`src/pta_pkg.sv`:
```
// Shared constants and types for the program space table access block
package pta_pkg;

	// ----------------------------------------
	// Widths
	// ----------------------------------------
	localparam int PWORD_W = 24;
	localparam int DWORD_W = 16;
	localparam int PAGE_W = 8;
	localparam int OFS_W = 16;

	// ----------------------------------------
	// Register offsets on the plain port
	// ----------------------------------------
	localparam logic [3:0] OFS_PAGE = 4'h0;
	localparam logic [3:0] OFS_STATUS = 4'h1;
	localparam logic [3:0] OFS_REFUSED = 4'h2;

	// ----------------------------------------
	// Fields and reset values
	// ----------------------------------------
	localparam int PAGE_CFG_BIT = 7;
	localparam logic [7:0] PAGE_RST = 8'h00;
	localparam logic [15:0] REFUSED_RST = 16'h0000;
	localparam int STAT_BUSY_BIT = 0;
	localparam int STAT_REFUSE_BIT = 1;

	// ----------------------------------------
	// Operation codes
	// ----------------------------------------
	typedef enum logic [1:0]
	{
		PTA_OP_READ_LOW = 2'h0,
		PTA_OP_READ_HIGH = 2'h1,
		PTA_OP_WRITE_LOW = 2'h2,
		PTA_OP_WRITE_HIGH = 2'h3
	} pta_op_t;

	// ----------------------------------------
	// Engine states, one-hot
	// ----------------------------------------
	typedef enum logic [2:0]
	{
		PTA_ST_IDLE = 3'b001,
		PTA_ST_READ = 3'b010,
		PTA_ST_DONE = 3'b100
	} pta_state_t;

endpackage

```
`src/pta_read_mux.sv`:
```
// Read data steering from a 24-bit program word to a 16-bit data word
`timescale 1ns/1ns
`default_nettype none
module pta_read_mux
(
	input wire logic [23:0] pword,
	input wire logic high_op,
	input wire logic byte_mode,
	input wire logic byte_sel,
	output logic [15:0] rdata
);
	// ----------------------------------------
	// Steering
	// ----------------------------------------
	// Phantom byte above bit 23 always reads as zero
	always_comb
	begin
		rdata = 16'h0000;
		if (!high_op)
		begin
			if (!byte_mode)
				rdata = pword[15:0];
			else if (byte_sel)
				rdata = {8'h00, pword[15:8]};
			else
				rdata = {8'h00, pword[7:0]};
		end
		else
		begin
			if (!byte_mode)
				rdata = {8'h00, pword[23:16]};
			else if (byte_sel)
				rdata = 16'h0000;
			else
				rdata = {8'h00, pword[23:16]};
		end
	end
endmodule
`default_nettype wire

```
`src/pta_table_access.sv`:
```
// Table access datapath between CPU table operations and program memory
//
// Decided for this implementation: the address map and strobed register access.
`timescale 1ns/1ns
`default_nettype none
// What this block does
// - Low ops reach word; high ops upper byte
// - Program address advances by two per word
// - Two side-by-side 16-bit spaces, same range
// - Word low read returns bits 15..0
// - Byte low read selects upper or lower byte
// - Word high read zeroes data bits 15..8
// - Byte high read; phantom byte reads zero
// - Page register gives page; bit7 selects config
// - Config space allows reads, refuses writes
// - Byte or word transfers for both pairs
module pta_table_access
(
	input wire logic ref_clk,
	input wire logic rst_n,
	// Register port
	input wire logic [3:0] reg_addr,
	input wire logic [15:0] reg_wdata,
	input wire logic reg_wr,
	input wire logic reg_rd,
	output logic [15:0] reg_rdata,
	// CPU table operation request
	input wire logic op_valid,
	input wire logic [1:0] op_code,
	input wire logic op_byte,
	input wire logic [15:0] op_offset,
	input wire logic [15:0] op_wdata,
	output logic op_done,
	output logic op_refused,
	output logic [15:0] op_rdata,
	// Program memory port, data back one cycle after a read strobe
	output logic pm_rd,
	output logic pm_wr,
	output logic [22:0] pm_addr,
	output logic [23:0] pm_wdata,
	output logic [2:0] pm_wbe,
	input wire logic [23:0] pm_rdata
);
	// ----------------------------------------
	// Declarations
	// ----------------------------------------
	// Register port state
	logic [7:0] page_ff; // Table page select register
	logic [7:0] nxt_page;
	logic [15:0] refused_ff; // Count of refused writes
	logic [15:0] nxt_refused;
	logic [15:0] reg_rdata_ff;
	logic [15:0] nxt_reg_rdata;

	// Operation engine state
	pta_pkg::pta_state_t state_ff;
	pta_pkg::pta_state_t nxt_state;
	logic high_ff; // Latched operation kind
	logic nxt_high;
	logic byte_ff;
	logic nxt_byte;
	logic bsel_ff;
	logic nxt_bsel;
	logic done_ff;
	logic nxt_done;
	logic refuse_ff;
	logic nxt_refuse;
	logic last_refuse_ff; // Sticky view of the last outcome
	logic nxt_last_refuse;
	logic [15:0] rdata_ff;
	logic [15:0] nxt_rdata;

	// Program memory strobes, address and payload
	logic pm_rd_ff;
	logic nxt_pm_rd;
	logic pm_wr_ff;
	logic nxt_pm_wr;
	logic [22:0] pm_addr_ff;
	logic [22:0] nxt_pm_addr;
	logic [23:0] pm_wdata_ff;
	logic [23:0] nxt_pm_wdata;
	logic [2:0] pm_wbe_ff;
	logic [2:0] nxt_pm_wbe;

	// Decode and steering nets
	logic req_high; // Decoded request fields
	logic req_write;
	logic cfg_space;
	logic [15:0] mux_rdata;
	logic [23:0] mrg_word;
	logic [2:0] mrg_be;

	// ----------------------------------------
	// Request decode
	// ----------------------------------------
	assign req_high = (op_code == pta_pkg::PTA_OP_READ_HIGH) ||
		(op_code == pta_pkg::PTA_OP_WRITE_HIGH);
	// Codes two and three are writes
	assign req_write = (op_code == pta_pkg::PTA_OP_WRITE_LOW) ||
		(op_code == pta_pkg::PTA_OP_WRITE_HIGH);
	// Bit 7 of the page picks configuration space over user space
	assign cfg_space = page_ff[pta_pkg::PAGE_CFG_BIT];

	// ----------------------------------------
	// Data steering
	// ----------------------------------------
	pta_read_mux u_read_mux
	(
		.pword(pm_rdata),
		.high_op(high_ff),
		.byte_mode(byte_ff),
		.byte_sel(bsel_ff),
		.rdata(mux_rdata)
	);

	pta_write_merge u_write_merge
	(
		.wdata(op_wdata),
		.high_op(req_high),
		.byte_mode(op_byte),
		.byte_sel(op_offset[0]),
		.wword(mrg_word),
		.wbe(mrg_be)
	);

	// ----------------------------------------
	// Register port next values
	// ----------------------------------------
	// Reads answer in the next cycle; unmapped offsets read zero
	// Writes to read-only or unmapped offsets fall through untouched
	always_comb
	begin
		nxt_page = page_ff;
		nxt_reg_rdata = 16'h0000;
		if (reg_wr && (reg_addr == pta_pkg::OFS_PAGE))
			nxt_page = reg_wdata[7:0];
		if (reg_rd)
		begin
			unique case (reg_addr)
				pta_pkg::OFS_PAGE: nxt_reg_rdata = {8'h00, page_ff};
				pta_pkg::OFS_STATUS:
				begin
					nxt_reg_rdata[pta_pkg::STAT_BUSY_BIT] = (state_ff != pta_pkg::PTA_ST_IDLE);
					nxt_reg_rdata[pta_pkg::STAT_REFUSE_BIT] = last_refuse_ff;
				end
				pta_pkg::OFS_REFUSED: nxt_reg_rdata = refused_ff;
				default: nxt_reg_rdata = 16'h0000;
			endcase
		end
	end

	// Register port flip-flops
	always_ff @(posedge ref_clk or negedge rst_n)
	begin
		if (!rst_n)
		begin
			page_ff <= pta_pkg::PAGE_RST;
			reg_rdata_ff <= 16'h0000;
		end
		else
		begin
			page_ff <= nxt_page;
			reg_rdata_ff <= nxt_reg_rdata;
		end
	end

	// ----------------------------------------
	// Operation engine next values
	// ----------------------------------------
	// Writes finish in one cycle; reads spend two cycles in the read state
	always_comb
	begin
		nxt_state = state_ff;
		nxt_high = high_ff;
		nxt_byte = byte_ff;
		nxt_bsel = bsel_ff;
		nxt_done = 1'b0;
		nxt_refuse = 1'b0;
		nxt_last_refuse = last_refuse_ff;
		nxt_refused = refused_ff;
		nxt_rdata = rdata_ff;
		nxt_pm_rd = 1'b0;
		nxt_pm_wr = 1'b0;
		nxt_pm_addr = pm_addr_ff;
		nxt_pm_wdata = pm_wdata_ff;
		nxt_pm_wbe = pm_wbe_ff;
		unique case (state_ff)
			pta_pkg::PTA_ST_IDLE:
			begin
				// Requests are taken only here; a request while busy is dropped
				if (op_valid)
				begin
					// Offset bit 0 is byte select; words step by two
					// The full page, bit 7 included, forms the top of the address
					nxt_pm_addr = {page_ff, op_offset[15:1]};
					nxt_high = req_high;
					nxt_byte = op_byte;
					nxt_bsel = op_offset[0];
					if (!req_write)
					begin
						nxt_pm_rd = 1'b1;
						nxt_state = pta_pkg::PTA_ST_READ;
					end
					else if (cfg_space)
					begin
						// Refused: no memory strobe, read data kept
						nxt_done = 1'b1;
						nxt_refuse = 1'b1;
						nxt_last_refuse = 1'b1;
						nxt_refused = refused_ff + 16'h0001;
						nxt_state = pta_pkg::PTA_ST_DONE;
					end
					else
					begin
						nxt_pm_wr = 1'b1;
						nxt_pm_wdata = mrg_word;
						nxt_pm_wbe = mrg_be;
						nxt_done = 1'b1;
						nxt_last_refuse = 1'b0;
						nxt_state = pta_pkg::PTA_ST_DONE;
					end
				end
			end
			pta_pkg::PTA_ST_READ:
			begin
				// Memory registers the strobe, so its data stand one cycle later
				if (pm_rd_ff)
				begin
					// Strobe cycle: memory still fetching
					nxt_state = pta_pkg::PTA_ST_READ;
				end
				else
				begin
					// Data cycle: steer the fetched word to the operand
					nxt_rdata = mux_rdata;
					nxt_done = 1'b1;
					nxt_last_refuse = 1'b0;
					nxt_state = pta_pkg::PTA_ST_DONE;
				end
			end
			pta_pkg::PTA_ST_DONE:
			begin
				// One idle cycle while done is shown
				// Requests in this cycle are ignored
				nxt_state = pta_pkg::PTA_ST_IDLE;
			end
			default: nxt_state = pta_pkg::PTA_ST_IDLE;
		endcase
	end

	// Engine flip-flops
	// Reset values are constants; no request survives a reset
	always_ff @(posedge ref_clk or negedge rst_n)
	begin
		if (!rst_n)
		begin
			state_ff <= pta_pkg::PTA_ST_IDLE;
			high_ff <= 1'b0;
			byte_ff <= 1'b0;
			bsel_ff <= 1'b0;
			done_ff <= 1'b0;
			refuse_ff <= 1'b0;
			last_refuse_ff <= 1'b0;
			refused_ff <= pta_pkg::REFUSED_RST;
			rdata_ff <= 16'h0000;
			pm_rd_ff <= 1'b0;
			pm_wr_ff <= 1'b0;
			pm_addr_ff <= 23'h000000;
			pm_wdata_ff <= 24'h000000;
			pm_wbe_ff <= 3'h0;
		end
		else
		begin
			state_ff <= nxt_state;
			high_ff <= nxt_high;
			byte_ff <= nxt_byte;
			bsel_ff <= nxt_bsel;
			done_ff <= nxt_done;
			refuse_ff <= nxt_refuse;
			last_refuse_ff <= nxt_last_refuse;
			refused_ff <= nxt_refused;
			rdata_ff <= nxt_rdata;
			pm_rd_ff <= nxt_pm_rd;
			pm_wr_ff <= nxt_pm_wr;
			pm_addr_ff <= nxt_pm_addr;
			pm_wdata_ff <= nxt_pm_wdata;
			pm_wbe_ff <= nxt_pm_wbe;
		end
	end

	// ----------------------------------------
	// Outputs
	// ----------------------------------------
	// Every output is a flip-flop, never a gate
	assign reg_rdata = reg_rdata_ff;
	assign op_done = done_ff;
	assign op_refused = refuse_ff;
	assign op_rdata = rdata_ff;
	assign pm_rd = pm_rd_ff;
	assign pm_wr = pm_wr_ff;
	assign pm_addr = pm_addr_ff;
	assign pm_wdata = pm_wdata_ff;
	assign pm_wbe = pm_wbe_ff;
endmodule
`default_nettype wire

```
`src/pta_write_merge.sv`:
```
// Write data merge and byte enables for a 24-bit program word
`timescale 1ns/1ns
`default_nettype none
module pta_write_merge
(
	input wire logic [15:0] wdata,
	input wire logic high_op,
	input wire logic byte_mode,
	input wire logic byte_sel,
	output logic [23:0] wword,
	output logic [2:0] wbe
);
	// ----------------------------------------
	// Merge
	// ----------------------------------------
	// Byte enables mark program bytes 0,1,2; phantom byte writes nothing
	always_comb
	begin
		wword = 24'h000000;
		wbe = 3'h0;
		if (!high_op)
		begin
			if (!byte_mode)
			begin
				wword = {8'h00, wdata};
				wbe = 3'h3;
			end
			else if (byte_sel)
			begin
				wword = {8'h00, wdata[7:0], 8'h00};
				wbe = 3'h2;
			end
			else
			begin
				wword = {16'h0000, wdata[7:0]};
				wbe = 3'h1;
			end
		end
		else if (!(byte_mode && byte_sel))
		begin
			wword = {wdata[7:0], 16'h0000};
			wbe = 3'h4;
		end
	end
endmodule
`default_nettype wire
```
`config.mk`:
```
export PLATFORM = sky130hd
export DESIGN_NAME = pta_table_access
export DESIGN_NICKNAME = d
export VERILOG_FILES = /design/src/pta_pkg.sv /design/src/pta_read_mux.sv /design/src/pta_table_access.sv /design/src/pta_write_merge.sv
export SDC_FILE = /design/constraint.sdc
export NUM_CORES = 1
export LEC_CHECK = 0
export BUFFER_PORTS_ARGS = -buffer_cell sky130_fd_sc_hd__buf_2
export CAP_MARGIN = 20
export CORE_UTILIZATION = 35
export DETAILED_ROUTE_END_ITERATION = 16
export SETUP_SLACK_MARGIN = 0.4
export SKIP_LAST_GASP = 1
export SLEW_MARGIN = 20
export SYNTH_ARGS = -nofsm -noshare
export SYNTH_HDL_FRONTEND = slang
export SYNTH_SLANG_ARGS = --single-unit
```
`constraint.sdc`:
```
create_clock -name ref_clk -period 1.68 [get_ports ref_clk]
set_input_delay 0.084 -clock ref_clk [delete_from_list [all_inputs] [get_ports ref_clk]]
set_output_delay 0.084 -clock ref_clk [all_outputs]
set_load 0.1 [all_outputs]
```
# Word level (Yosys, flattened, before mapping)

Index checks and enable logic that the tools add are counted.

Add/subtract/negate cells: 1
Multiply operators: 0
Div/mod/pow operators: 0
Order comparisons: 0
Equality and inequality tests: 11
Shifts and indexed selects: 0
Mux-type cells: 39
Bitwise logic cells: 2
Reductions and logical operators: 11

Operators by type and width:

| kind                                                   | count |
|---|---|
| 2-to-1 mux 16 bit                                      | 5 |
| 2-to-1 mux 24 bit                                      | 3 |
| case mux 14 bit (2 select lines)                       | 1 |
| 2-to-1 mux 3 bit                                       | 6 |
| 2-to-1 mux 1 bit                                       | 17 |
| adder 16 x 1 -> 16 bit (second input constant)         | 1 |
| 2-to-1 mux 8 bit                                       | 2 |
| AND reduction 4 bit                                    | 3 |
| inequality test 2 bit (second input constant)          | 3 |
| case mux 2 bit (3 select lines)                        | 1 |
| case mux 3 bit (2 select lines)                        | 1 |
| equality test 2 bit (second input constant)            | 2 |
| equality test 4 x 1 -> 1 bit (second input constant)   | 1 |
| equality test 4 x 2 -> 1 bit (second input constant)   | 1 |
| zero test 4 bit                                        | 1 |
| case mux 1 bit (2 select lines)                        | 2 |
| AND reduction 2 bit                                    | 2 |
| equality test 3 x 1 -> 1 bit (second input constant)   | 1 |
| equality test 3 x 2 -> 1 bit (second input constant)   | 1 |
| inequality test 3 x 1 -> 1 bit (second input constant) | 1 |
| equality test 2 x 1 -> 1 bit (second input constant)   | 1 |
| logical AND 1 bit                                      | 2 |
| logical OR 1 bit                                       | 2 |
| 2-to-1 mux 2 bit                                       | 1 |
| other kinds (2)                                        | 3 |

Register bits after elaboration: 117
Latch bits: 0
Bits in writable memories: 0
ROM bits: 0
Input bits: 84
Output and inout port bits: 86
Word-level logic and storage cells: 80
Memories kept: 0

# Depth between registers and ports, before layout

Depth in word-level cells: 5
Gate-level depth with buffers: 6
Depth with buffers taken out: 5

# Modules after synthesis

A second synthesis with hierarchy kept.

Cell total of the unflattened synthesis: 372
Area total of the unflattened synthesis: 5057.4 µm²

Modules (own cells, without submodules):

| module           | instances | cells an instance | area an instance (µm²) | sequential area each (µm²) |
|---|---|---|---|---|
| pta_table_access | 1         | 298               | 4479.3                 | 2929.1 |
| pta_read_mux     | 1         | 39                | 336.6                  | 0.0 |
| pta_write_merge  | 1         | 35                | 241.5                  | 0.0 |

# Worst setup path before layout

OpenSTA, ideal clock, no wires.

Path type: reg2reg
Start: register pm_rd_ff (netlist: pm_rd)
End: register rdata_ff[4] (netlist: op_rdata[4])
Library setup time: 120 ps
Arrival time: 1594 ps
Data required time: 1560 ps
Slack: -34 ps
Cell stages (with the launch flop): 5
Path buffers: 1
Period minus slack after synthesis: 1714 ps
Path through: dfrtp_1 -> nor3_2 -> buf_2 -> o211ai_1 -> o21a_1

Word-level cells in the longest chain between the ends: 2

Ends and longest elaborated chain:

| item                                 | line                    | source |
|---|---|---|
| start: declaration                   | pta_table_access.sv:74  | `logic pm_rd_ff;` |
| start signal: assignment             | pta_table_access.sv:283 | `pm_rd_ff <= nxt_pm_rd;` |
| inverter 1 bit (no source line)      | n/a                     |  |
| AND reduction 2 bit (no source line) | n/a                     |  |
| end signal: assignment               | pta_table_access.sv:282 | `rdata_ff <= nxt_rdata;` |
| end: declaration                     | pta_table_access.sv:70  | `logic [15:0] rdata_ff;` |

No other way between the ends.
A chain may end at the register's enable or synchronous reset.

# Worst setup path in the final report

Start: register state_ff[0]
End: register pm_wdata_ff[7] (netlist: pm_wdata[7])

Word-level cells in the longest chain between the ends: 2

Ends and longest elaborated chain:

| item                                 | line                    | source |
|---|---|---|
| start: declaration                   | pta_table_access.sv:56  | `pta_pkg::pta_state_t state_ff;` |
| start signal: assignment             | pta_table_access.sv:257 | `state_ff <= pta_pkg::PTA_ST_IDLE;` |
| start signal: assignment             | pta_table_access.sv:274 | `state_ff <= nxt_state;` |
| equality test 3 x 1 -> 1 bit         | pta_table_access.sv:187 | `unique case (state_ff)` |
| AND reduction 4 bit (no source line) | n/a                     |  |
| end signal: assignment               | pta_table_access.sv:286 | `pm_wdata_ff <= nxt_pm_wdata;` |
| end: declaration                     | pta_table_access.sv:80  | `logic [23:0] pm_wdata_ff;` |

No other way between the ends.

==> key figures <==
Run status
  – Status: finished clean

Synth
  – Synthesized area: 4870 µm²
  – Post-synth top flop: dfrtp_1
  – Largest area contributor in the netlist: dfrtp_1
  – Synthesized flop and latch total: 117
  – Yosys top cell area share: 0.596
  – Number of enable flip-flop cells after synthesis: 0
  – Seq/Total Area, Yosys: 0.601
  – Syn avg cell area: 10.3 µm²
  – Ranking of synthesized cells by area: dfrtp_1, nand2_1, nand3_1
  – Yosys warnings: 0
  – Count of cell types in the netlist: 39
  – Post-synth ARST share: 1.00
  – Synth cell count leaders: nand2_1, dfrtp_1, nand3_1
  – Top-count cell post-synth: nand2_1
  – Synthesized net count: 556
  – Mapped Cells: 471

GRT
  – Largest net degree at the start of global routing: 58
  – First-pass GRT wire length: 22,700 µm
  – Total gr overflow: 0
  – Vias in the first global route: 4,450
  – GRT Total Usage: 0.206
  – Initial antenna violation count: 0

CTS
  – CTS Buf Count: 17
  – H-tree levels: 4
  – Clock Root Buffer: clkbuf_16
  – Max clock buf depth: 2
  – CTS sink count: 117
  – Clock Latency Late Sink: 0.41 ns
  – CTS tree: yes
  – Worst-path clk slew: 0.05 ns

Place
  – Placement-stage worst setup slack: -0.0491 ns
  – Detailed Place HPWL: 8620 µm
  – Port bufs: 161
  – Placer Congestion: 0.825
  – Placed cells: 805
  – Post-DP Area: 6050 µm²

Cells and area
  – Area growth, synth to finish: 60.2%
  – Post-route insts no fill: 902
  – # nets final: 797
  – Proportion of layout cells with a drive suffix above 1: 0.415
  – Final instance area: 7810 µm²
  – Fillers: 1,134
  – Final Core Density: 0.583

STA
  – Max Clock Skew: 0.00807 ns
  – Tightest Pin Transition: 0.658 ns
  – Fin. max-slew vios: 0
  – Tcrit/Tclk final: 0.988
  – Final hold vios: 0
  – Endpoints failing setup: 0
  – Fin worst setup slack: 0.0201 ns
  – Tmin final: 1.66 ns
  – F_max: 602 MHz
  – Hold slack: 0.0263 ns
  – RSZ-0062 raised after global routing: yes
  – Relative slew margins: 0.560

Worst setup path
  – WS Path Type: reg -> reg
  – Setup crit start kind: flip-flop
  – Worst Path Max Fanout: 6
  – Worst Path Arrival: 1.95 ns
  – CP endpoint kind: flip-flop
  – Reg-to-reg slack, setup: 0.02 ns
  – Worst EP required: 1.97 ns

Power and ir drop
  – Peak VDD IR: 1110 µV
  – Pwr/cell area: 1950 nW/µm²
  – Leak: 3.94 nW

Floorplanning
  – Rows: 42
  – I/O pins: 170
  – Die footprint: 14,400 µm²
  – Core area: 13,400 µm²
  – Die W: 120 µm
  – Die H: 120 µm
  – Starting Density: 0.364

Worst hold path
  – Hold WC Path Type: in -> reg

Route
  – Routed wire per std cell: 15.7 µm
  – DRC viols: 0
  – Vias: 4,376
  – Final ANT Viol Nets: 0
  – DR iter-0 viols: 247
  – Drt pass-1 iters: 4
  – Vias per cell: 4.85
  – Drt total wl: 14,200 µm

Job
  – Max_cap viols: 0
==> worst paths after layout <==
kind                                startpoint              to  cells after the start
worst max-delay path               state_ff[0]     pm_wdata[7]                      6
worst min register to register  refused_ff[15]  refused_ff[15]                      1
max in group asynchronous                rst_n  refused_ff[12]                      3
min in group asynchronous                rst_n     op_rdata[2]                      2
worst min-delay path                  op_valid     state_ff[0]                      3
worst max register to register     state_ff[0]     pm_wdata[7]                      6
==> state kept, by name (all words and copies together), names as in the netlist <==
signal          count
last_refuse_ff      1
state_ff            3
high_ff             1
op_refused          1
pm_wbe              3
op_rdata           16
pm_addr            23
pm_wr               1
refused_ff         16
reg_rdata          16
bsel_ff             1
op_done             1
pm_rd               1
page_ff             8
byte_ff             1
pm_wdata           24
==> metal layers <==
layer	up-vias	track usage	wire, µm	part of all wire
met1	2134	0.262	6150	0.43
met5	-	0	0	0
met4	0	0.0680	237	0.017
met2	150	0.337	6960	0.49
li1	2068	-	-	-
met3	24	0.0580	809	0.057
==> metrics by stage <==
step                      power (mW)  setup TNS (ns)
after detailed placement        10.8         -0.0930
after global routing            15.8         -0.0119
after CTS                       15.1               0
after global placement          10.7         -0.0843
final                           15.2               0
after floorplan                 9.60               0
==> critical path, cell delays in order, from the launching register on <==
cell and delay (ns):
dfstp_2 0.55, nand4bb_4 0.11, or3_4 0.42, buf_12 0.17, clkbuf_16 0.16, nand2_1 0.06, o21ai_0 0.07
==> power breakdown <==
part | switching [mW] | total, mW | leakage (nW) | internal (mW)
clock | 1.28 | 3.48 | 0.273 | 2.20
sequential | 0.516 | 4.09 | 1.52 | 3.57
combinational | 5.85 | 7.63 | 2.15 | 1.77
total | 7.65 | 15.2 | 3.94 | 7.54
==> logic make-up (layout without fill, tap and decap cells) <==
family,Yosys count,after routing,share of synthesized area
buf+inv,30,283,0.0272
xor+xnor,15,15,0.0270
other cells,0,1,0
compound gates,61,61,0.0891
fa+ha+maj,1,1,0.00257
mux,21,21,0.0460
simple gates,226,227,0.207
flops,117,117,0.601
==> cell usage in the layout, fill, tap and decap left out, types with 3 or more instances in the layout <==
| master | synthesis | layout |
|---|---|---|
| nand3_1 | 26 | 24 |
| o21a_1 | 8 | 8 |
| o21ai_2 | 0 | 5 |
| clkbuf_4 | 0 | 12 |
| buf_16 | 0 | 5 |
| buf_2 | 9 | 84 |
| nor2_1 | 13 | 12 |
| o211ai_1 | 8 | 8 |
| nand2_1 | 148 | 127 |
| clkbuf_16 | 0 | 18 |
| mux2_2 | 10 | 10 |
| nor2b_1 | 10 | 10 |
| nor3_4 | 0 | 3 |
| mux2i_1 | 10 | 10 |
| or3_4 | 0 | 3 |
| o31ai_2 | 8 | 9 |
| xor2_1 | 4 | 4 |
| a21oi_1 | 11 | 11 |
| inv_1 | 5 | 4 |
| dlygate4sd3_1 | 0 | 45 |
| nand2_2 | 0 | 14 |
| nor4_4 | 0 | 3 |
| buf_12 | 0 | 7 |
| xnor2_1 | 11 | 11 |
| buf_6 | 1 | 3 |
| dfrtp_1 | 116 | 115 |
| nand2_4 | 0 | 7 |
| a22o_1 | 6 | 6 |
| and2_1 | 9 | 9 |
| o21ai_1 | 0 | 10 |
| clkinv_2 | 0 | 6 |
| buf_4 | 0 | 87 |
| clkinvlp_4 | 0 | 5 |
==> cell type report <==
| cell class | instances | area (µm²) | area share |
|---|---|---|---|
| antenna | 1 | 2.50 | 0.000321 |
| timing repair buffer | 245 | 1980 | 0.254 |
| multi-input combinational | 325 | 2060 | 0.264 |
| clock buffer | 18 | 439 | 0.0563 |
| clock inverter | 14 | 136 | 0.0175 |
| tap | 176 | 220 | 0.0282 |
| inverter | 6 | 27.5 | 0.00353 |
| sequential | 117 | 2930 | 0.376 |
==> timing repair <==
action	in CTS	in global routing
resized for setup	101	44
pin swaps	13	8
cloned	7	1
setup endpoints to repair	153	104
buffers inserted	6	5
hold buffers	45	0
endpoints found under the hold margin	169	0
Note: power is estimated with default switching activity, not from simulation.
